==> src/ic_pkg.sv <==
// shared constants and types of the vectored interrupt controller
package ic_pkg;
  localparam int NSRC  = 32;
  localparam int LVL_W = 3;
  localparam int SRC_W = 5;
  localparam int TRIG_W = 2;
  localparam int DEPTH = 8;
  localparam int DEPTH_W = 4;
  localparam int STK_W = 3;
  localparam int AW = 12;
  localparam int DW = 32;
  localparam logic [DEPTH_W-1:0] DEPTH_MAX = 4'h8;
  localparam logic [DEPTH_W-1:0] DEPTH_ONE = 4'h1;
  // register byte offsets
  localparam logic [AW-1:0] MODE_BASE       = 12'h000;
  localparam logic [AW-1:0] HANDLER_BASE    = 12'h080;
  localparam logic [AW-1:0] VECTOR_OFS      = 12'h100;
  localparam logic [AW-1:0] FAST_VECTOR_OFS = 12'h104;
  localparam logic [AW-1:0] CURRENT_OFS     = 12'h108;
  localparam logic [AW-1:0] PENDING_OFS     = 12'h10C;
  localparam logic [AW-1:0] MASK_OFS        = 12'h110;
  localparam logic [AW-1:0] LINE_OFS        = 12'h114;
  localparam logic [AW-1:0] FORCE_OFS       = 12'h118;
  localparam logic [AW-1:0] ENABLE_OFS      = 12'h120;
  localparam logic [AW-1:0] DISABLE_OFS     = 12'h124;
  localparam logic [AW-1:0] CLEAR_OFS       = 12'h128;
  localparam logic [AW-1:0] SET_OFS         = 12'h12C;
  localparam logic [AW-1:0] EOS_OFS         = 12'h130;
  // address slicing of the two banks
  localparam int IDX_LSB  = 2;
  localparam int BANK_LSB = 7;
  // source mode word layout and trigger bits
  localparam int PRIO_LSB = 0;
  localparam int TYPE_LSB = 5;
  localparam int TRIG_EDGE = 0;
  localparam int TRIG_POS  = 1;
  // core line status bits
  localparam int LINE_FAST_BIT   = 0;
  localparam int LINE_NORMAL_BIT = 1;
  localparam logic [NSRC-1:0] FAST_SRC_BIT = 32'h0000_0001;

  typedef enum logic [0:0] {PH_IDLE = 1'b0, PH_WAIT = 1'b1} phase_t;
  typedef struct packed {
    logic [TRIG_W-1:0] trig;
    logic [LVL_W-1:0]  prio;
  } mode_t;
  typedef struct packed {
    logic [SRC_W-1:0] src;
    logic [LVL_W-1:0] lvl;
  } frame_t;
endpackage

==> src/hmem_if.sv <==
// write and read port of the handler address table
interface hmem_if #(
  parameter int AW = 5,
  parameter int DW = 32
);
  logic          we;
  logic [AW-1:0] waddr;
  logic [DW-1:0] wdata;
  logic [AW-1:0] raddr;
  logic [DW-1:0] rdata;
  modport ctrl (output we, output waddr, output wdata, output raddr, input rdata);
  modport mem (input we, input waddr, input wdata, input raddr, output rdata);
endinterface

==> src/handler_table.sv <==
// handler address table with registered read data
module handler_table #(
  parameter int AW = 5,
  parameter int DW = 32
) (
  input wire logic clk,
  input wire logic rst_n,
  hmem_if.mem      port
);
  typedef struct packed {
    logic [(1<<AW)-1:0][DW-1:0] word;
    logic [DW-1:0]              rd;
  } table_t;
  table_t s_q;
  table_t s_d;

  // write port and registered read
  always_comb begin
    s_d = s_q;
    if (port.we) begin
      s_d.word[port.waddr] = port.wdata;
    end
    s_d.rd = s_q.word[port.raddr];
  end

  always_ff @(posedge clk or negedge rst_n) begin
    if (!rst_n) begin
      s_q <= '0;
    end else begin
      s_q <= s_d;
    end
  end

  assign port.rdata = s_q.rd;
endmodule

==> src/source_stage.sv <==
// one interrupt source: synchroniser, trigger detection and edge memory
module source_stage #(
  parameter bit EXT = 1'b0
) (
  input wire logic                      clk,
  input wire logic                      rst_n,
  input wire logic                      raw,
  input wire logic [ic_pkg::TRIG_W-1:0] trig,
  input wire logic                      set_cmd,
  input wire logic                      clr_cmd,
  output logic                          pending
);
  typedef struct packed {
    logic [2:0] sync;
    logic       filt;
    logic       prev;
    logic       mem;
  } stage_t;
  stage_t s_q;
  stage_t s_d;
  logic   lvl;
  logic   cond;
  logic   edge_mode;

  // pin sampling, condition and edge memory
  always_comb begin
    s_d = s_q;
    s_d.sync = {s_q.sync[1:0], raw};
    if (s_q.sync[2] == s_q.sync[1]) begin
      s_d.filt = s_q.sync[2];
    end
    lvl = EXT ? s_q.filt : raw;
    cond = (trig[ic_pkg::TRIG_POS] || !EXT) ? lvl : !lvl;
    edge_mode = trig[ic_pkg::TRIG_EDGE];
    s_d.prev = cond;
    // set wins over clear; level mode keeps no memory
    s_d.mem = edge_mode & ((s_q.mem & !clr_cmd) | (cond & !s_q.prev) | set_cmd);
    pending = edge_mode ? s_q.mem : cond;
  end

  always_ff @(posedge clk or negedge rst_n) begin
    if (!rst_n) begin
      s_q <= '0;
    end else begin
      s_q <= s_d;
    end
  end
endmodule

==> src/vectored_irq_ctrl.sv <==
// vectored priority interrupt controller with APB register slave
module vectored_irq_ctrl #(
  parameter logic [ic_pkg::NSRC-1:0] EXT_MASK = 32'h8000_0001
) (
  input  wire logic                      CLOCK,
  input  wire logic                      RST_N,
  input  wire logic                      PSEL,
  input  wire logic                      PENABLE,
  input  wire logic                      PWRITE,
  input  wire logic [ic_pkg::AW-1:0]     PADDR,
  input  wire logic [ic_pkg::DW-1:0]     PWDATA,
  output logic      [ic_pkg::DW-1:0]     PRDATA,
  output logic                           PREADY,
  output logic                           PSLVERR,
  input  wire logic                      FAST_SOURCE_INPUT,
  input  wire logic [ic_pkg::NSRC-1:1]   SOURCE_IN,
  output logic                           NORMAL_REQUEST_N,
  output logic                           FAST_REQUEST_N
);
  typedef struct packed {
    ic_pkg::mode_t [ic_pkg::NSRC-1:0]   mode;
    logic [ic_pkg::NSRC-1:0]            mask;
    logic [ic_pkg::NSRC-1:0]            force_fast;
    ic_pkg::frame_t [ic_pkg::DEPTH-1:0] stack;
    ic_pkg::frame_t                     cur;
    logic [ic_pkg::DEPTH_W-1:0]         depth;
    ic_pkg::phase_t                     phase;
    logic [ic_pkg::SRC_W-1:0]           sel;
    logic                               found;
    logic                               from_mem;
    logic [ic_pkg::DW-1:0]              rdata;
    logic                               slverr;
    logic                               normal;
    logic                               fast;
  } ctl_t;

  ctl_t                      s_q;
  ctl_t                      s_d;
  logic [ic_pkg::NSRC-1:0]   pend;
  logic [ic_pkg::NSRC-1:0]   raw_in;
  logic [ic_pkg::NSRC-1:0]   cand;
  logic [ic_pkg::NSRC-1:0]   set_vec;
  logic [ic_pkg::NSRC-1:0]   clr_vec;
  logic                      any_above;
  logic                      best_found;
  logic [ic_pkg::SRC_W-1:0]  best_src;
  logic [ic_pkg::LVL_W-1:0]  best_lvl;
  logic                      access;
  logic                      done;
  logic                      wr_done;
  logic                      rd_done;
  logic                      ivr_done;
  logic                      fvr_done;
  logic                      is_mode;
  logic                      is_hand;
  logic                      known;
  logic [ic_pkg::SRC_W-1:0]  idx;
  logic [ic_pkg::STK_W-1:0]  push_idx;
  logic [ic_pkg::STK_W-1:0]  pop_idx;

  hmem_if #(.AW(ic_pkg::SRC_W), .DW(ic_pkg::DW)) hm ();

  handler_table #(.AW(ic_pkg::SRC_W), .DW(ic_pkg::DW)) u_table (
    .clk   (CLOCK),
    .rst_n (RST_N),
    .port  (hm.mem)
  );

  // per-source trigger stages, source zero on the fast pin
  assign raw_in = {SOURCE_IN, FAST_SOURCE_INPUT};
  for (genvar g = 0; g < ic_pkg::NSRC; g++) begin : g_src
    source_stage #(.EXT(EXT_MASK[g])) u_stage (
      .clk     (CLOCK),
      .rst_n   (RST_N),
      .raw     (raw_in[g]),
      .trig    (s_q.mode[g].trig),
      .set_cmd (set_vec[g]),
      .clr_cmd (clr_vec[g]),
      .pending (pend[g])
    );
  end

  // bus phase and address decode
  assign access   = PSEL & PENABLE;
  assign done     = access & (s_q.phase == ic_pkg::PH_WAIT);
  assign wr_done  = done & PWRITE;
  assign rd_done  = done & !PWRITE;
  assign ivr_done = rd_done & (PADDR == ic_pkg::VECTOR_OFS);
  assign fvr_done = rd_done & (PADDR == ic_pkg::FAST_VECTOR_OFS);
  assign idx      = PADDR[ic_pkg::IDX_LSB +: ic_pkg::SRC_W];
  assign is_mode  = PADDR[ic_pkg::AW-1:ic_pkg::BANK_LSB]
                    == ic_pkg::MODE_BASE[ic_pkg::AW-1:ic_pkg::BANK_LSB];
  assign is_hand  = PADDR[ic_pkg::AW-1:ic_pkg::BANK_LSB]
                    == ic_pkg::HANDLER_BASE[ic_pkg::AW-1:ic_pkg::BANK_LSB];
  assign known    = PADDR inside {ic_pkg::VECTOR_OFS, ic_pkg::FAST_VECTOR_OFS,
                    ic_pkg::CURRENT_OFS, ic_pkg::PENDING_OFS, ic_pkg::MASK_OFS,
                    ic_pkg::LINE_OFS, ic_pkg::FORCE_OFS, ic_pkg::ENABLE_OFS,
                    ic_pkg::DISABLE_OFS, ic_pkg::CLEAR_OFS, ic_pkg::SET_OFS,
                    ic_pkg::EOS_OFS};
  assign push_idx = s_q.depth[ic_pkg::STK_W-1:0];
  assign pop_idx  = ic_pkg::STK_W'(s_q.depth - ic_pkg::DEPTH_ONE);

  // priority resolver over enabled, unforced sources 1 and up
  always_comb begin
    cand = pend & s_q.mask & ~s_q.force_fast;
    cand[0] = 1'b0;
    any_above = 1'b0;
    best_found = 1'b0;
    best_src = '0;
    best_lvl = '0;
    for (int i = ic_pkg::NSRC - 1; i > 0; i--) begin
      if (cand[i]) begin
        if (s_q.depth == '0 || s_q.mode[i].prio > s_q.cur.lvl) begin
          any_above = 1'b1;
        end
        if (!best_found || s_q.mode[i].prio >= best_lvl) begin
          best_found = 1'b1;
          best_src = ic_pkg::SRC_W'(i);
          best_lvl = s_q.mode[i].prio;
        end
      end
    end
  end

  // set and clear strobes toward the edge memories
  always_comb begin
    set_vec = '0;
    clr_vec = '0;
    if (wr_done && PADDR == ic_pkg::SET_OFS) begin
      set_vec = PWDATA[ic_pkg::NSRC-1:0];
    end
    if (wr_done && PADDR == ic_pkg::CLEAR_OFS) begin
      clr_vec = PWDATA[ic_pkg::NSRC-1:0];
    end
    if (ivr_done && s_q.found && !s_q.force_fast[s_q.sel]) begin
      clr_vec[s_q.sel] = 1'b1;
    end
    if (fvr_done) begin
      clr_vec[0] = 1'b1;
    end
  end

  // handler table ports
  assign hm.we    = wr_done & is_hand;
  assign hm.waddr = idx;
  assign hm.wdata = PWDATA;
  always_comb begin
    if (PADDR == ic_pkg::VECTOR_OFS) begin
      hm.raddr = best_src;
    end else if (PADDR == ic_pkg::FAST_VECTOR_OFS) begin
      hm.raddr = '0;
    end else begin
      hm.raddr = idx;
    end
  end

  // register file, service stack and request lines
  always_comb begin
    s_d = s_q;
    s_d.normal = any_above;
    s_d.fast = |(pend & s_q.mask & (s_q.force_fast | ic_pkg::FAST_SRC_BIT));
    if (access && s_q.phase == ic_pkg::PH_IDLE) begin
      s_d.phase = ic_pkg::PH_WAIT;
      s_d.sel = best_src;
      s_d.found = best_found;
      s_d.slverr = !(is_mode || is_hand || known);
      s_d.from_mem = !PWRITE && (is_hand || PADDR == ic_pkg::FAST_VECTOR_OFS
                     || (PADDR == ic_pkg::VECTOR_OFS && best_found));
      s_d.rdata = '0;
      if (!PWRITE && is_mode) begin
        s_d.rdata[ic_pkg::PRIO_LSB +: ic_pkg::LVL_W] = s_q.mode[idx].prio;
        s_d.rdata[ic_pkg::TYPE_LSB +: ic_pkg::TRIG_W] = s_q.mode[idx].trig;
      end
      if (!PWRITE) begin
        case (PADDR)
          ic_pkg::CURRENT_OFS: s_d.rdata[ic_pkg::SRC_W-1:0] = s_q.cur.src;
          ic_pkg::PENDING_OFS: s_d.rdata = pend;
          ic_pkg::MASK_OFS:    s_d.rdata = s_q.mask;
          ic_pkg::FORCE_OFS:   s_d.rdata = s_q.force_fast;
          ic_pkg::LINE_OFS: begin
            s_d.rdata[ic_pkg::LINE_FAST_BIT] = s_q.fast;
            s_d.rdata[ic_pkg::LINE_NORMAL_BIT] = s_q.normal;
          end
          default: ;
        endcase
      end
    end
    if (done) begin
      s_d.phase = ic_pkg::PH_IDLE;
      if (PWRITE && is_mode) begin
        s_d.mode[idx].prio = PWDATA[ic_pkg::PRIO_LSB +: ic_pkg::LVL_W];
        s_d.mode[idx].trig = PWDATA[ic_pkg::TYPE_LSB +: ic_pkg::TRIG_W];
      end
      if (PWRITE) begin
        case (PADDR)
          ic_pkg::ENABLE_OFS:  s_d.mask = s_q.mask | PWDATA;
          ic_pkg::DISABLE_OFS: s_d.mask = s_q.mask & ~PWDATA;
          ic_pkg::FORCE_OFS:   s_d.force_fast = PWDATA;
          ic_pkg::EOS_OFS: begin
            if (s_q.depth != '0) begin
              s_d.depth = s_q.depth - ic_pkg::DEPTH_ONE;
              s_d.cur = s_q.stack[pop_idx];
            end
          end
          default: ;
        endcase
      end else if (ivr_done) begin
        s_d.normal = 1'b0;
        if (s_q.found && s_q.depth != ic_pkg::DEPTH_MAX) begin
          s_d.stack[push_idx] = s_q.cur;
          s_d.depth = s_q.depth + ic_pkg::DEPTH_ONE;
          s_d.cur.src = s_q.sel;
          s_d.cur.lvl = s_q.mode[s_q.sel].prio;
        end
      end
    end
  end

  always_ff @(posedge CLOCK or negedge RST_N) begin
    if (!RST_N) begin
      s_q <= '0;
    end else begin
      s_q <= s_d;
    end
  end

  // bus answer and active-low request lines
  assign PREADY           = done;
  assign PRDATA           = s_q.from_mem ? hm.rdata : s_q.rdata;
  assign PSLVERR          = done & s_q.slverr;
  assign NORMAL_REQUEST_N = !s_q.normal;
  assign FAST_REQUEST_N   = !s_q.fast;
endmodule

==> config.mk <==
export PLATFORM = sky130hd
export DESIGN_NAME = vectored_irq_ctrl
export DESIGN_NICKNAME = d
export VERILOG_FILES = /design/src/ic_pkg.sv /design/src/hmem_if.sv /design/src/handler_table.sv /design/src/source_stage.sv /design/src/vectored_irq_ctrl.sv
export SDC_FILE = /design/constraint.sdc
export NUM_CORES = 2
export LEC_CHECK = 0
export ABC_AREA = 0
export BUFFER_PORTS_ARGS = -buffer_cell sky130_fd_sc_hd__buf_4
export CORE_ASPECT_RATIO = 0.9
export CORE_UTILIZATION = 35
export CTS_BUF_LIST = sky130_fd_sc_hd__clkbuf_2
export DETAILED_ROUTE_END_ITERATION = 6
export GPL_TIMING_DRIVEN = 0
export PLACE_DENSITY_LB_ADDON = 0.05
export SLEW_MARGIN = 20
export SYNTH_ARGS = -nofsm -noshare
export SYNTH_HDL_FRONTEND = slang
export SYNTH_HIERARCHICAL = 1
export SYNTH_SLANG_ARGS = --single-unit
==> constraint.sdc <==
create_clock -name CLOCK -period 62.1 [get_ports CLOCK]
set_input_delay 6.21 -clock CLOCK [delete_from_list [all_inputs] [get_ports CLOCK]]
set_output_delay 6.21 -clock CLOCK [all_outputs]
set_load 0.03 [all_outputs]
==> run_results.csv <==
group,metric,value,unit
status,status,"complete, no violations",
logic_synthesis,syn-num-nets,6413,
route,first_iter_violations,3541,
power_and_ir_drop,netSwitchingFraction,29.6,%
logic_synthesis,syn_inst,6169,
timing,finClkSkew,0.118,ns
logic_synthesis,synth-seq-cells,1471,
floorplanning,core_area,0.215,mm²
cts,post-cts-setup-buffers,0,
timing,fin_tns_setup,0,ns
logic_synthesis,synth-edff-count,0,
setup_path,required,63.82,ns
setup_path,crit_type,"input pin to register",
placement,hpwl,213,mm
timing,max_slew_margin,18.2,%
logic_synthesis,synth_area,0.0758,mm²
setup_path,critPathMaxFanout,10,
timing,period_needed,56.25,ns
global_routing,grt_pass1_vias,55000,
route,topRoutingLayerUsed,"met4",
floorplanning,initial_core_util,35.3,%
setup_path,reg2reg_slack,8.41,ns
power_and_ir_drop,irDropWorstVdd,0.0134,mV
timing,hold-worst-slack,0.344,ns
route,wl_met3,10.5,mm
logic_synthesis,synth_cell_type_count,100,
global_routing,grt_max_degree,138,
route,routedLengthMet1,120,mm
power_and_ir_drop,p_int,0.00127,W
setup_path,crit_arrival,57.97,ns
logic_synthesis,ys_top_cells_by_area,"dfrtp_1 (49%), mux2_2 (20%), mux2i_1 (7.0%), ha_1 (2.7%), mux4_2 (2.6%)",
timing,finalSetupViolations,0,
route,num_vias,53300,
min_path,hold_start,"g_src[31].u_stage/s_d[4]",
global_routing,grt.overflow.total,0,
cts,clock_path_buffers,4,
cts,cts_tree,"built",
route,routedWlPerCell,27.8,µm
cts,cts.repair.resized,0,
min_path,hold_path_end,"g_src[31].u_stage/s_d[5]",
route,drcViolationCount,0,
route,vias_per_cell,5.39,
run,maxCapViolations,0,
logic_synthesis,yosysTopAreaCellShare,48.6,%
setup_path,worst-path-buf-inv,16,
power_and_ir_drop,clkPwrFrac,38.7,%
setup_path,rr_worst_depth,219,
cts,clock_latency,1.87,ns
power_and_ir_drop,pwr-share-comb,7.7,%
floorplanning,fp.dieH,443,µm
min_path,worstHoldPathCells,0,
setup_path,cp_top_family,"compound AO/OA/AOI/OAI gates",
final_layout,stdcell_count,9882,
cts,root_buffer,"clkbuf_2",
cts,cts.sinks,1471,
timing,fin_crit_sh,90.6,%
logic_synthesis,avgSynthCellArea,12.3,µm²
setup_path,crit_start,"SOURCE_IN[30]",
placement,gp_congestion,0.937,
timing,maxSlewViolCount,0,
global_routing,grt_usage,25.0,%
floorplanning,rows,161,
setup_path,start_kind,"input pin",
final_layout,layout-drive-gt1-share,35.2,%
floorplanning,pin_count,117,
placement,dp_worst_setup_slack,4.03,ns
cts,htreeDepth,5,
cts,clk_pin_slew,0.09,ns
setup_path,path_depth,214,
power_and_ir_drop,p_switching,0.000534,W
global_routing,grt_pass1_wl,395,mm
timing,rsz0062_at_grt,"no",
logic_synthesis,yosysMostFrequentCell,"dfrtp_1",
logic_synthesis,synth-async-reset-ratio,100,%
timing,max_freq,17.8,MHz
setup_path,slowest_delay,0.89,ns
timing,tightest_slew,1.23,ns
setup_path,timing.rr.end,"u_table/port.rdata[26]",
route,drtAntennaViolNets,0,
cts,postCtsHoldBufs,0,
setup_path,rr_startpoint,"g_src[31].u_stage/lvl",
logic_synthesis,yosysSeqAreaShare,48.6,%
logic_synthesis,yosysTopAreaCell,"dfrtp_1",
cts,numCtsBuffers,432,
timing,final.setup.worst_slack,5.85,ns
route,wl_met2,134,mm
placement,dp.cells,9153,
setup_path,worst_path_most_repeated_cell,"ha_1",
logic_synthesis,synth-main-ff-cell,"dfrtp_1",
power_and_ir_drop,leakage,40.4,nW
power_and_ir_drop,p_seq_share,53.6,%
logic_synthesis,ys_top_cells_by_count,"dfrtp_1 (1471), mux2_2 (1326), mux2i_1 (530)",
global_routing,antenna_found_initial,13,
setup_path,cp-end-kind,"register",
placement,io_buffers,114,
route,dr.pass1.iters,6,
power_and_ir_drop,p_per_area,21.4,mW/mm²
floorplanning,die_w,492,µm
logic_synthesis,ys_warn_count,6,
final_layout,fin_util,39.3,%
min_path,hold_class,"register to register",
setup_path,worst_path_max_delay_cell,"a221oi_1",
final_layout,syn_to_final_growth,11.2,%
floorplanning,die-area,0.218,mm²
timing,hold_viol,0,
final_layout,nets,6980,
route,wl,275,mm
## kinds of logic after synthesis
kind of cell | synth area share (%)
muxes | 29.6
DFF | 48.6
and+or+nand+nor | 6.51
AOI/OAI and AO/OA | 8.93
buffers and inverters | 3.49
xor gates and xnor gates | 0.0925
adders and majority gates | 2.77
## worst register-to-register path: cells and delay by family (launching register included)
| family | cells | cell delay, ns |
|---|---|---|
| adder cells (fa/ha/maj) | 34 | 9.15 |
| buffers and inverters | 16 | 3.31 |
| flip-flops | 1 | 0.63 |
| XOR/XNOR | 1 | 0.18 |
| multiplexers | 5 | 1.61 |
| AND/OR/NAND/NOR | 64 | 11.88 |
| AO/OA/AOI/OAI | 99 | 26.86 |
## registers in the layout, summed over array words and instances, names as in the netlist, named ones only
signal              count
push_idx                3
s_q                   308
u_table/port.rdata     32
g_src.u_stage/s_d       4
g_src.u_stage/s_q      66
g_src.u_stage/lvl       2
u_table/s_q          1024
## power groups by stage
stage | sequential [W] | combinational (W) | clock [W]
after floorplan | 0.000984 | 0.0000604 | 0
after detailed placement | 0.000986 | 0.000140 | 0
after global placement | 0.000987 | 0.000137 | 0
after global routing | 0.000968 | 0.000148 | 0.000784
after CTS | 0.000967 | 0.000141 | 0.000735
final | 0.000967 | 0.000139 | 0.000699
## worst max path at each step
stage	endpoint	slack, ns
2_1_floorplan	u_table/port.rdata[11]	15.41
3_3_place_gp	u_table/port.rdata[26]	4.28
3_5_place_dp	u_table/port.rdata[26]	4.03
4_1_cts	u_table/port.rdata[26]	5.98
5_1_grt	u_table/port.rdata[26]	2.04
6_report	u_table/port.rdata[26]	5.85
## through the flow
stage / power [W] / instance area (µm²)
floorplan: 0.00104 / 75800
global route: 0.00190 / 84200
finish: 0.00180 / 84300
global placement: 0.00112 / 80200
CTS: 0.00184 / 84200
detailed placement: 0.00113 / 80700
## routing by layer
| metal | up-vias | global-route usage, % |
|---|---|---|
| met5 | - | 0 |
| met4 | 0 | 9.91 |
| met3 | 480 | 3.69 |
| met2 | 1352 | 42.1 |
| met1 | 27300 | 32.2 |
| li1 | 24100 | - |
## layout by cell type, fill, tap and decap left out, types with 11 or more instances in the layout
cell,n
dfrtp_1,1470
mux2_2,1326
clkbuf_2,622
mux2i_1,530
nand2_1,327
clkbuf_1,238
a21oi_1,222
buf_4,193
nand3_1,166
ha_1,163
o21ai_0,147
nor2_1,129
a22oi_1,124
buf_2,122
a31oi_1,118
inv_1,111
mux4_2,88
a22o_1,83
nor2b_1,79
clkinv_1,77
nor3_1,55
and2_1,50
a21o_1,48
o31a_1,41
nand2b_1,34
buf_1,29
a222oi_1,28
nand3b_1,24
diode_2,20
nand4_1,20
or2_2,19
mux2_1,18
a221oi_1,15
and3b_1,15
and3_1,15
o21a_1,14
buf_16,13
o22ai_1,11
o31ai_1,11
## cell type report
cell class                      count  area, µm²
Multi-Input combinational cell   4113      36400
Inverter                          113        424
Clock inverter                     91        405
Clock buffer                      617       3090
Fill cell                       21200     130000
Buffer                            472       2230
Antenna cell                       20       50.0
Sequential cell                  1471      36800
Tap cell                         2852       3570
Timing Repair Buffer              133       1290
(Power assumes the default switching activity.)
